`config.mk`:
```
export PLATFORM = sky130hd
export DESIGN_NAME = downconv_requantizer_config_regs
export DESIGN_NICKNAME = d
export VERILOG_FILES = /design/src/downconv_requantizer_config_regs.v /design/src/half_rate_stage.v
export VERILOG_INCLUDE_DIRS = /design/src
export SDC_FILE = /design/constraint.sdc
export NUM_CORES = 1
export LEC_CHECK = 0
export BUFFER_PORTS_ARGS = -buffer_cell sky130_fd_sc_hd__buf_4
export CAP_MARGIN = 40
export CORE_ASPECT_RATIO = 0.75
export CORE_MARGIN = 2
export CORE_UTILIZATION = 40
export CTS_BUF_LIST = sky130_fd_sc_hd__clkbuf_2 sky130_fd_sc_hd__clkbuf_4 sky130_fd_sc_hd__clkbuf_8
export DETAILED_ROUTE_END_ITERATION = 16
export PLACE_DENSITY = 0.72
export SLEW_MARGIN = 10
export SYNTH_ARGS = -nofsm -noshare
export SYNTH_HDL_FRONTEND = slang
export SYNTH_SLANG_ARGS = --single-unit
export TNS_END_PERCENT = 30
```
`constraint.sdc`:
```
create_clock -name ref_clk -period 3.8 [get_ports ref_clk]
set_clock_uncertainty 0.1 [all_clocks]
set_input_delay 0.38 -clock ref_clk [delete_from_list [all_inputs] [get_ports ref_clk]]
set_output_delay 0.38 -clock ref_clk [all_outputs]
set_load 0.01 [all_outputs]
```
`src/downconv_requantizer_consts.vh`:
```
// Register offsets, field positions and reset values for the downconverter and requantizer registers
`ifndef DOWNCONV_REQUANTIZER_CONSTS_VH
`define DOWNCONV_REQUANTIZER_CONSTS_VH

`define ADDR_W 12
`define OFF_PHASE_OFFSET_BYTE0 12'h033D
`define OFF_PHASE_OFFSET_BYTE1 12'h033E
`define OFF_PHASE_OFFSET_BYTE2 12'h033F
`define OFF_PHASE_OFFSET_BYTE3 12'h0340
`define OFF_PHASE_OFFSET_BYTE4 12'h0341
`define OFF_PHASE_OFFSET_BYTE5 12'h0342
`define OFF_OUTPUT_TEST_ENABLE 12'h0347
`define OFF_HALF_RATE_CONTROL 12'h041E
`define OFF_BANDWIDTH_MODE 12'h0420
`define OFF_TUNING 12'h0422

`define BIT_TEST_I_ENABLE 0
`define BIT_TEST_Q_ENABLE 2
`define BIT_HALF_RATE_ENABLE 0
`define BIT_HALF_RATE_RSVD_LO 4
`define BIT_HALF_RATE_RSVD_HI 5
`define BIT_HALF_RATE_HIGH_PASS 7
`define BIT_MODE_RSVD_TOP 7
`define MODE_FIELD_LO 1
`define MODE_FIELD_HI 3
`define TUNING_FIELD_HI 5

`define RESET_BYTE 8'h00
`define RESET_PHASE 48'h0000_0000_0000
`define RESET_MODE 3'h0
`define RESET_TUNING 6'h00
`define RESET_BIT 1'b0
`define RESET_RSVD_PAIR 2'b00
`define RESET_SAMPLE 16'h0000

`endif

```
`src/downconv_requantizer_config_regs.v`:
```
// Register bank for downconverter 1 phase offset, test lanes and requantizer controls
//
// Our own choice: the address-and-strobe port.
`timescale 1ns/1ps
`default_nettype none
`include "downconv_requantizer_consts.vh"

// How it works
// - Upper five phase-offset bytes, read/write, reset zero
// - Lowest phase-offset byte sits just below, reset zero
// - Q enable swaps Q samples for pattern
// - I enable swaps I samples for pattern
// - Decimate-by-2 runs only when enabled
// - Filter bit: zero low-pass, one high-pass
// - Six-bit tuning word, upper two bits reserved
module downconv_requantizer_config_regs (
	input wire ref_clk,
	input wire rst_b,
	input wire [11:0] reg_addr,
	input wire [7:0] reg_wdata,
	input wire reg_write,
	input wire reg_read,
	output reg [7:0] reg_rdata,
	input wire [47:0] accum_phase,
	output reg [47:0] mix_phase,
	input wire sample_valid,
	input wire [15:0] sample_i,
	input wire [15:0] sample_q,
	input wire [15:0] pattern_i,
	input wire [15:0] pattern_q,
	output reg lane_valid,
	output reg [15:0] lane_i,
	output reg [15:0] lane_q,
	input wire req_valid,
	input wire [15:0] req_i,
	input wire [15:0] req_q,
	output wire req_out_valid,
	output wire [15:0] req_out_i,
	output wire [15:0] req_out_q,
	output reg [2:0] bandwidth_mode,
	output reg [5:0] tuning_word
);
	// ****************************************
	// Register storage
	// ****************************************
	reg test_i_q;
	reg test_i_d;
	reg test_q_q;
	reg test_q_d;
	reg half_rate_en_q;
	reg half_rate_en_d;
	reg high_pass_q;
	reg high_pass_d;
	reg [1:0] half_rate_rsvd_q;
	reg [1:0] half_rate_rsvd_d;
	reg mode_rsvd_q;
	reg mode_rsvd_d;
	reg [2:0] mode_q;
	reg [2:0] mode_d;
	reg [5:0] tuning_q;
	reg [5:0] tuning_d;
	reg [7:0] rdata_d;
	reg [47:0] mix_phase_d;
	reg [15:0] lane_i_d;
	reg [15:0] lane_q_d;
	wire [47:0] phase_offset;
	wire [5:0] phase_hit;
	wire hit_test;
	wire hit_half;
	wire hit_mode;
	wire hit_tune;
	wire [7:0] test_word;
	wire [7:0] half_word;
	wire [7:0] mode_word;
	wire [7:0] tune_word;

	// ****************************************
	// Phase offset bytes
	// ****************************************
	genvar g;
	generate
		for (g = 0; g < 6; g = g + 1) begin : g_phase
			reg [7:0] byte_q;
			always @(posedge ref_clk or negedge rst_b) begin
				if (!rst_b) begin
					byte_q <= `RESET_BYTE;
				end else if (phase_hit[g]) begin
					byte_q <= reg_wdata;
				end
			end
			// Each byte is independent, no shadow copy
			assign phase_offset[8*g+7:8*g] = byte_q;
		end
	endgenerate

	// ****************************************
	// Address decode
	// ****************************************
	// Exact match only; neighbouring offsets stay unmapped
	assign phase_hit[0] = reg_write && (reg_addr == `OFF_PHASE_OFFSET_BYTE0);
	assign phase_hit[1] = reg_write && (reg_addr == `OFF_PHASE_OFFSET_BYTE1);
	assign phase_hit[2] = reg_write && (reg_addr == `OFF_PHASE_OFFSET_BYTE2);
	assign phase_hit[3] = reg_write && (reg_addr == `OFF_PHASE_OFFSET_BYTE3);
	assign phase_hit[4] = reg_write && (reg_addr == `OFF_PHASE_OFFSET_BYTE4);
	assign phase_hit[5] = reg_write && (reg_addr == `OFF_PHASE_OFFSET_BYTE5);
	assign hit_test = reg_write && (reg_addr == `OFF_OUTPUT_TEST_ENABLE);
	assign hit_half = reg_write && (reg_addr == `OFF_HALF_RATE_CONTROL);
	assign hit_mode = reg_write && (reg_addr == `OFF_BANDWIDTH_MODE);
	assign hit_tune = reg_write && (reg_addr == `OFF_TUNING);

	// ****************************************
	// Control registers
	// ****************************************
	always @* begin
		test_i_d = test_i_q;
		test_q_d = test_q_q;
		half_rate_en_d = half_rate_en_q;
		high_pass_d = high_pass_q;
		half_rate_rsvd_d = half_rate_rsvd_q;
		mode_rsvd_d = mode_rsvd_q;
		mode_d = mode_q;
		tuning_d = tuning_q;
		if (hit_test) begin
			test_i_d = reg_wdata[`BIT_TEST_I_ENABLE];
			test_q_d = reg_wdata[`BIT_TEST_Q_ENABLE];
		end
		if (hit_half) begin
			half_rate_en_d = reg_wdata[`BIT_HALF_RATE_ENABLE];
			high_pass_d = reg_wdata[`BIT_HALF_RATE_HIGH_PASS];
			// Reserved pair is stored and read back only
			half_rate_rsvd_d = reg_wdata[`BIT_HALF_RATE_RSVD_HI:`BIT_HALF_RATE_RSVD_LO];
		end
		if (hit_mode) begin
			mode_rsvd_d = reg_wdata[`BIT_MODE_RSVD_TOP];
			mode_d = reg_wdata[`MODE_FIELD_HI:`MODE_FIELD_LO];
		end
		if (hit_tune) begin
			// Top two bits are read-only, dropped here
			tuning_d = reg_wdata[`TUNING_FIELD_HI:0];
		end
	end

	// ****************************************
	// Control register flops
	// ****************************************
	always @(posedge ref_clk or negedge rst_b) begin
		if (!rst_b) begin
			test_i_q <= `RESET_BIT;
		end else begin
			test_i_q <= test_i_d;
		end
	end

	always @(posedge ref_clk or negedge rst_b) begin
		if (!rst_b) begin
			test_q_q <= `RESET_BIT;
		end else begin
			test_q_q <= test_q_d;
		end
	end

	always @(posedge ref_clk or negedge rst_b) begin
		if (!rst_b) begin
			half_rate_en_q <= `RESET_BIT;
		end else begin
			half_rate_en_q <= half_rate_en_d;
		end
	end

	always @(posedge ref_clk or negedge rst_b) begin
		if (!rst_b) begin
			high_pass_q <= `RESET_BIT;
		end else begin
			high_pass_q <= high_pass_d;
		end
	end

	always @(posedge ref_clk or negedge rst_b) begin
		if (!rst_b) begin
			half_rate_rsvd_q <= `RESET_RSVD_PAIR;
		end else begin
			half_rate_rsvd_q <= half_rate_rsvd_d;
		end
	end

	always @(posedge ref_clk or negedge rst_b) begin
		if (!rst_b) begin
			mode_rsvd_q <= `RESET_BIT;
		end else begin
			mode_rsvd_q <= mode_rsvd_d;
		end
	end

	always @(posedge ref_clk or negedge rst_b) begin
		if (!rst_b) begin
			mode_q <= `RESET_MODE;
		end else begin
			mode_q <= mode_d;
		end
	end

	always @(posedge ref_clk or negedge rst_b) begin
		if (!rst_b) begin
			tuning_q <= `RESET_TUNING;
		end else begin
			tuning_q <= tuning_d;
		end
	end

	// ****************************************
	// Read path
	// ****************************************
	// Read-only reserved bits are tied low
	assign test_word = {5'h00, test_q_q, 1'b0, test_i_q};
	assign half_word = {high_pass_q, 1'b0, half_rate_rsvd_q, 3'h0, half_rate_en_q};
	assign mode_word = {mode_rsvd_q, 3'h0, mode_q, 1'b0};
	assign tune_word = {2'b00, tuning_q};

	always @* begin
		rdata_d = 8'h00;
		case (reg_addr)
			`OFF_PHASE_OFFSET_BYTE0: rdata_d = phase_offset[7:0];
			`OFF_PHASE_OFFSET_BYTE1: rdata_d = phase_offset[15:8];
			`OFF_PHASE_OFFSET_BYTE2: rdata_d = phase_offset[23:16];
			`OFF_PHASE_OFFSET_BYTE3: rdata_d = phase_offset[31:24];
			`OFF_PHASE_OFFSET_BYTE4: rdata_d = phase_offset[39:32];
			`OFF_PHASE_OFFSET_BYTE5: rdata_d = phase_offset[47:40];
			`OFF_OUTPUT_TEST_ENABLE: rdata_d = test_word;
			`OFF_HALF_RATE_CONTROL: rdata_d = half_word;
			`OFF_BANDWIDTH_MODE: rdata_d = mode_word;
			`OFF_TUNING: rdata_d = tune_word;
			default: rdata_d = 8'h00;
		endcase
	end

	always @(posedge ref_clk or negedge rst_b) begin
		if (!rst_b) begin
			reg_rdata <= 8'h00;
		end else if (reg_read) begin
			reg_rdata <= rdata_d;
		end else begin
			reg_rdata <= 8'h00;
		end
	end

	// ****************************************
	// Oscillator phase and test lanes
	// ****************************************
	always @* begin
		// Carry out of bit 47 is dropped: modulo 2^48
		mix_phase_d = accum_phase + phase_offset;
		lane_i_d = test_i_q ? pattern_i : sample_i;
		lane_q_d = test_q_q ? pattern_q : sample_q;
	end

	always @(posedge ref_clk or negedge rst_b) begin
		if (!rst_b) begin
			mix_phase <= `RESET_PHASE;
		end else begin
			mix_phase <= mix_phase_d;
		end
	end

	always @(posedge ref_clk or negedge rst_b) begin
		if (!rst_b) begin
			lane_valid <= `RESET_BIT;
			lane_i <= `RESET_SAMPLE;
			lane_q <= `RESET_SAMPLE;
		end else begin
			lane_valid <= sample_valid;
			lane_i <= lane_i_d;
			lane_q <= lane_q_d;
		end
	end

	// ****************************************
	// Requantizer control copies
	// ****************************************
	always @(posedge ref_clk or negedge rst_b) begin
		if (!rst_b) begin
			bandwidth_mode <= `RESET_MODE;
			tuning_word <= `RESET_TUNING;
		end else begin
			bandwidth_mode <= mode_q;
			tuning_word <= tuning_q;
		end
	end

	// ****************************************
	// Requantizer half-rate stage
	// ****************************************
	half_rate_stage u_half_rate (
		.ref_clk(ref_clk),
		.rst_b(rst_b),
		.enable(half_rate_en_q),
		.high_pass(high_pass_q),
		.in_valid(req_valid),
		.in_i(req_i),
		.in_q(req_q),
		.out_valid(req_out_valid),
		.out_i(req_out_i),
		.out_q(req_out_q)
	);
endmodule // downconv_requantizer_config_regs

`default_nettype wire

```
`src/half_rate_stage.v`:
```
// Optional decimate-by-2 stage with low-pass or high-pass response
`timescale 1ns/1ps
`default_nettype none

module half_rate_stage (
	input wire ref_clk,
	input wire rst_b,
	input wire enable,
	input wire high_pass,
	input wire in_valid,
	input wire [15:0] in_i,
	input wire [15:0] in_q,
	output reg out_valid,
	output reg [15:0] out_i,
	output reg [15:0] out_q
);
	reg phase_q;
	reg [15:0] prev_i_q;
	reg [15:0] prev_q_q;
	wire [16:0] sum_i;
	wire [16:0] sum_q;

	// Two-tap half-band: sum for low-pass, difference for high-pass
	assign sum_i = high_pass ? ({in_i[15], in_i} - {prev_i_q[15], prev_i_q}) :
		({in_i[15], in_i} + {prev_i_q[15], prev_i_q});
	assign sum_q = high_pass ? ({in_q[15], in_q} - {prev_q_q[15], prev_q_q}) :
		({in_q[15], in_q} + {prev_q_q[15], prev_q_q});

	always @(posedge ref_clk or negedge rst_b) begin
		if (!rst_b) begin
			phase_q <= 1'b0;
			prev_i_q <= 16'h0000;
			prev_q_q <= 16'h0000;
			out_valid <= 1'b0;
			out_i <= 16'h0000;
			out_q <= 16'h0000;
		end else begin
			out_valid <= 1'b0;
			if (!enable) begin
				// Bypass: every sample passes
				phase_q <= 1'b0;
				out_valid <= in_valid;
				if (in_valid) begin
					out_i <= in_i;
					out_q <= in_q;
				end
			end else if (in_valid) begin
				phase_q <= ~phase_q;
				prev_i_q <= in_i;
				prev_q_q <= in_q;
				if (phase_q) begin
					out_valid <= 1'b1;
					out_i <= sum_i[16:1];
					out_q <= sum_q[16:1];
				end
			end
		end
	end
endmodule // half_rate_stage

`default_nettype wire

```
# After elaboration in Yosys (flattened, before gate mapping)
# Cells that the tools add are included.
totals:
  ff_bits: 228
  in_bits: 170
  output_inout_bits: 131
  word_cells: 76
op_classes:
  add_sub_neg: 5
  n_eq_ne: 12
  mux: 19
  bitwise_logic: 1
  n_reduce_logical: 12
ops:
  columns: ["operator", "count"]
  rows:
  - ["$mux W16", 10]
  - ["$eq A12 B10 Y1 const B", 7]
  - ["$pmux W8 S10", 1]
  - ["$add A48 B48 Y48", 1]
  - ["$eq A12 B11 Y1 const B", 3]
  - ["$add A16 B16 Y17", 2]
  - ["$mux W17", 2]
  - ["$sub A16 B16 Y17", 2]
  - ["$logic_and A1 B1 Y1", 10]
  - ["$mux W8", 1]
  - ["$mux W1", 5]
  - ["$reduce_and A2 Y1", 2]
  - ["$ne A2 B1 Y1 const B", 1]
  - ["$ne A2 B2 Y1 const B", 1]
  - ["$not A1 Y1", 1]

# Longest topological paths before layout
logic_depth:
  ltp_word: 5
  ltp_mapped: 17
  ltp_nobuf: 17

# By module
# From an unflattened synthesis, not the netlist that was laid out.
hier_totals:
  cells_unflattened: 1281
  area_unflattened_um2: 13461.7
modules_own_cells:
  columns: ["mod", "instances", "cells_each", "area_per_inst_um2", "seq_area_each_um2"]
  rows:
  - ["downconv_requantizer_config_regs", 1, 769, 8669.6, 4053.9]
  - ["half_rate_stage", 1, 512, 4792.1, 1651.6]

# Worst setup path after synthesis
# No wires, ideal clock.
synth_timing:
  kind: "flip-flop to flip-flop"
  startpoint: "reg u_half_rate.prev_i_q[0]"
  endpoint: "reg u_half_rate.out_i[15]"
  setup_ns: 0.083
  arrival_ns: 3.295
  required_time_ns: 3.617
  slack_ns: 0.322
  path_stages_with_launch: 18
  n_path_buf: 0
  synth_period_minus_slack_ns: 3.478
  cell_sequence: "dfrtp_1 > inv_1 > ha_1 > nand3b_1 > or4_1 > nor3_1 > nor2_1 > xnor2_1 > ha_1 > or2_2 > a21oi_1 > a21oi_1 > a211o_1 > a21oi_1 > xnor2_1 > nand2_1 > xor2_1 > o21ai_0"
synth_via:
  elab_chain_cells: 5
  word_cells_on_any_way: 6
  classes_between: "2 x add/sub; 4 x mux"
synth_lines:
  columns: ["item", "line_no", "source"]
  rows:
  - ["start, declared", "half_rate_stage.v:18", "reg [15:0] prev_i_q;"]
  - ["start signal, assigned", "half_rate_stage.v:49", "prev_i_q <= in_i;"]
  - ["$add A16 B16 Y17 or $sub A16 B16 Y17 (tied branches)", "half_rate_stage.v:25, half_rate_stage.v:24", null]
  - ["$mux W17 *", "half_rate_stage.v:24", "assign sum_i = high_pass ? ({in_i[15], in_i} - {prev_i_q[15], prev_i_q}) :"]
  - ["$mux W16 *", "half_rate_stage.v:51", "if (phase_q) begin"]
  - ["$mux W16 *", "half_rate_stage.v:47", "end else if (in_valid) begin"]
  - ["$mux W16 *", "half_rate_stage.v:39", "if (!enable) begin"]
  - ["end signal, assigned", "half_rate_stage.v:44", "out_i <= in_i;"]
  - ["end signal, assigned", "half_rate_stage.v:53", "out_i <= sum_i[16:1];"]
  - ["end, declared", "half_rate_stage.v:14", "output reg [15:0] out_i,"]
# Every way passes the cells marked *; elsewhere a longest branch is shown, timed or not. The select of a mux whose other input is x is not followed.
# A chain may end at the register's enable or synchronous reset.

# Worst setup path in the final report
layout_timing:
  startpoint: "reg u_half_rate.prev_i_q[0]"
  endpoint: "reg u_half_rate.out_i[14]"
# The elaborated chain is that of the path after synthesis.

==> qor.yml <==
register_area_um2: 5710
tns_ns: 0
crit_family: "simple AND/OR/NAND/NOR gates"
cts_tree: "built"
cts_buffer_depth: 3
avgViaCountPerCell: 5.43
path_buf_inv: 2
ctsRootBufferMaster: "clkbuf_8"
yosysUniqueCellTypes: 71
drc: 0
ant_nets: 0
grt_pass1_vias: 11336
setup_viol: 0
post_route_cells_drive_above_1_share_pct: 34.7
ys_warn_count: 0
end_kind: "flip-flop"
drv_cap: 0
dp_hpwl_um: 29200
die_h_um: 160
r2r_cells: 15
die_x_um: 211
firstDrtPassIters: 6
hold_viol_final: 0
yosys_register_bits: 228
port_buffers: 300
worstPathCellList: "inv_2, ha_4, nand3b_1, or4_4, nor3_4, nor2_1, xnor2_1, ha_1, buf_4, nand2_1, o31ai_2, a31oi_4, or3b_2, a311oi_2, a21oi_1"
timing.rr.end: "u_half_rate.out_i[14]"
path_class: "reg2reg"
hold_depth: 2
min_from: "reg_wdata[2]"
total_power_w: 0.00667
leakagePower_nw: 8.50
hold_ws_ns: 0.0593
wirelength_um: 40300
synth-edff-count: 0
core_area_um2: 31500
cpMaxStageDelayCell: "or4_4"
syn_inst: 1213
ir_drop_v: 0.000286
rsz0062_at_grt: "true"
ys_async_sr_fraction_pct: 100
final_nets: 1903
yosysMostFrequentCell: "dfrtp_1"
cp.arrival_ns: 4.02
cts_buffers: 41
period_share_pct: 97.6
min_to: "g_phase[1].byte_q[2]"
required_ns: 4.11
ios: 301
ys_top_cells_by_area: "dfrtp_1 (44%), mux2_2 (12%), ha_1 (7.7%)"
syn2layout_area_growth_pct: 38.1
synth_nets: 1465
gp_congestion: 0.956
grt_pass1_wl_um: 62700
vias: 11322
worstPathMaxFanout: 5
rows: 56
htreeDepth: 2
r2r_start: "u_half_rate.prev_i_q[0]"
hp-class: "in2reg"
antenna_found_initial: 0
grt_usage_pct: 23.6
yosysSeqAreaShare_pct: 44.2
gr-total-overflow: 0
syn_area_per_cell_um2: 10.6
grt_max_degree: 101
die_area_um2: 33700
min_period_ns: 3.71
syn_area_um2: 12900
timing.fmax_mhz: 270
powerDensity_nw_per_um2: 375
max_stage_delay_ns: 0.58
drt_first_iter_violations: 816
synth_commonest_cells: "dfrtp_1 (228), mux2_2 (135), nand2_1 (92)"
slew_viol_final: 0
clk_pin_slew_worst_paths_ns: 0.07
initial_core_util_pct: 40.9
worstMarginPinSlew_ns: 0.886
synth_top_area_cell: "dfrtp_1"
reg2reg_slack_ns: 0.09
clock_latency_ns: 0.59
yosysTopAreaCellShare_pct: 44.2
wl_per_cell_um: 19.3
diodes: 0
multiInputGateArea_um2: 7110
outcome: "completed"
maxSlewHeadroom_pct: 40.9
clock-sinks: 228
worstSetupStartpointType: "flip-flop"
synthFlopType: "dfrtp_1"
fill_cells: 2610
-- cells by family after synthesis --
logic type,Yosys count,synth area share (%)
fa+ha+maj,82,8.13
compound gates,304,15.2
xor+xnor,104,7.06
buf+inv,61,1.79
simple gates,280,10.3
mux,154,13.3
flops,228,44.2
-- stage by stage --
step | cells | utilization [%] | setup slack [ns] | area, µm²
6_report | 2087 | 56.5 | 0.0905 | 17800
5_1_grt | 2087 | 56.5 | -0.0549 | 17800
4_1_cts | 2079 | 55.9 | 0.0266 | 17600
3_5_place_dp | 1902 | 49.8 | 0.0785 | 15700
3_3_place_gp | 1902 | 49.8 | 0.233 | 15700
2_1_floorplan | 1213 | - | 0.322 | 12900
-- routing by layer --
metal | global-route usage [%] | wire (µm)
met1 | 33.6 | 18700
met2 | 33.8 | 17000
met3 | 7.63 | 3660
met4 | 7.23 | 982
met5 | 0 | 0
-- layout by cell type, fill, tap and decap left out, types with 5 or more instances in the layout --
cell,Yosys,layout
buf_4,0,324
a21o_1,27,27
dlygate4sd3_1,0,104
a21oi_1,90,85
a222oi_1,5,5
nor2b_1,10,10
clkbuf_8,0,50
clkinv_2,0,8
mux2i_1,19,19
a211oi_1,10,9
o21a_1,6,6
nand2_1,92,92
dfrtp_1,228,228
clkbuf_4,0,9
xnor2_1,84,84
nand2b_1,9,9
o21ai_1,5,5
nand3_1,13,13
or2_2,6,5
inv_1,25,23
nor2_1,76,74
or3_1,7,6
ha_1,79,77
nand4_1,10,10
a31oi_1,22,19
mux2_2,135,135
and3_1,11,10
o21ai_0,65,64
a22oi_1,14,14
nor3_1,23,22
a21oi_2,1,6
o21bai_1,10,10
xor2_1,20,20
-- final cells by class --
class                           count  share of cell area (%)
Multi-Input combinational cell    924                    39.9
Sequential cell                   228                    32.0
Timing Repair Buffer              431                    19.8
Clock buffer                       59                    4.24
Tap cell                          406                    2.85
Clock inverter                     14                   0.688
Inverter                           25                   0.527
-- power breakdown --
group	internal (W)	leakage [nW]	switching [W]
sequential	0.00252	2.93	0.0000525
combinational	0.000823	5.10	0.000797
clock	0.00137	0.468	0.00112
-- worst reg2reg max path, stage by stage, from the launching register on --
cell and delay (ns):
dfrtp_1 0.42, inv_2 0.08, ha_4 0.13, nand3b_1 0.11, or4_4 0.58, nor3_4 0.19
nor2_1 0.07, xnor2_1 0.12, ha_1 0.30, buf_4 0.12, nand2_1 0.05, o31ai_2 0.35
a31oi_4 0.13, or3b_2 0.49, a311oi_2 0.25, a21oi_1 0.06
-- sequential cells by signal, summed over array words and instances (netlist names), 6 cells and up --
name / flops
mix_phase: 48
u_half_rate.prev_i_q: 16
tuning_word: 6
g_phase.byte_q: 48
lane_q: 16
u_half_rate.out_i: 16
reg_rdata: 8
u_half_rate.prev_q_q: 16
lane_i: 16
tuning_q: 6
u_half_rate.out_q: 16
-- timing repair --
action                                  CTS  global route
endpoints found under the setup margin    0            11
resized for setup                         0            32
hold buffers                            104             0
hold endpoints to repair                178             0
setup buffers                             0             8
-- worst max path at each step --
stage	startpoint	endpoint	slack, ns	depth (start not counted)
floorplan	u_half_rate.prev_i_q[0]	u_half_rate.out_i[15]	0.32	17
global placement	u_half_rate.prev_i_q[0]	u_half_rate.out_i[15]	0.23	17
detailed placement	u_half_rate.prev_i_q[0]	u_half_rate.out_i[15]	0.08	17
CTS	u_half_rate.prev_i_q[0]	u_half_rate.out_i[15]	0.03	17
global route	u_half_rate.prev_i_q[0]	u_half_rate.out_i[14]	-0.05	15
finish	u_half_rate.prev_i_q[0]	u_half_rate.out_i[14]	0.09	15
Power figures use the tool's default switching activity.
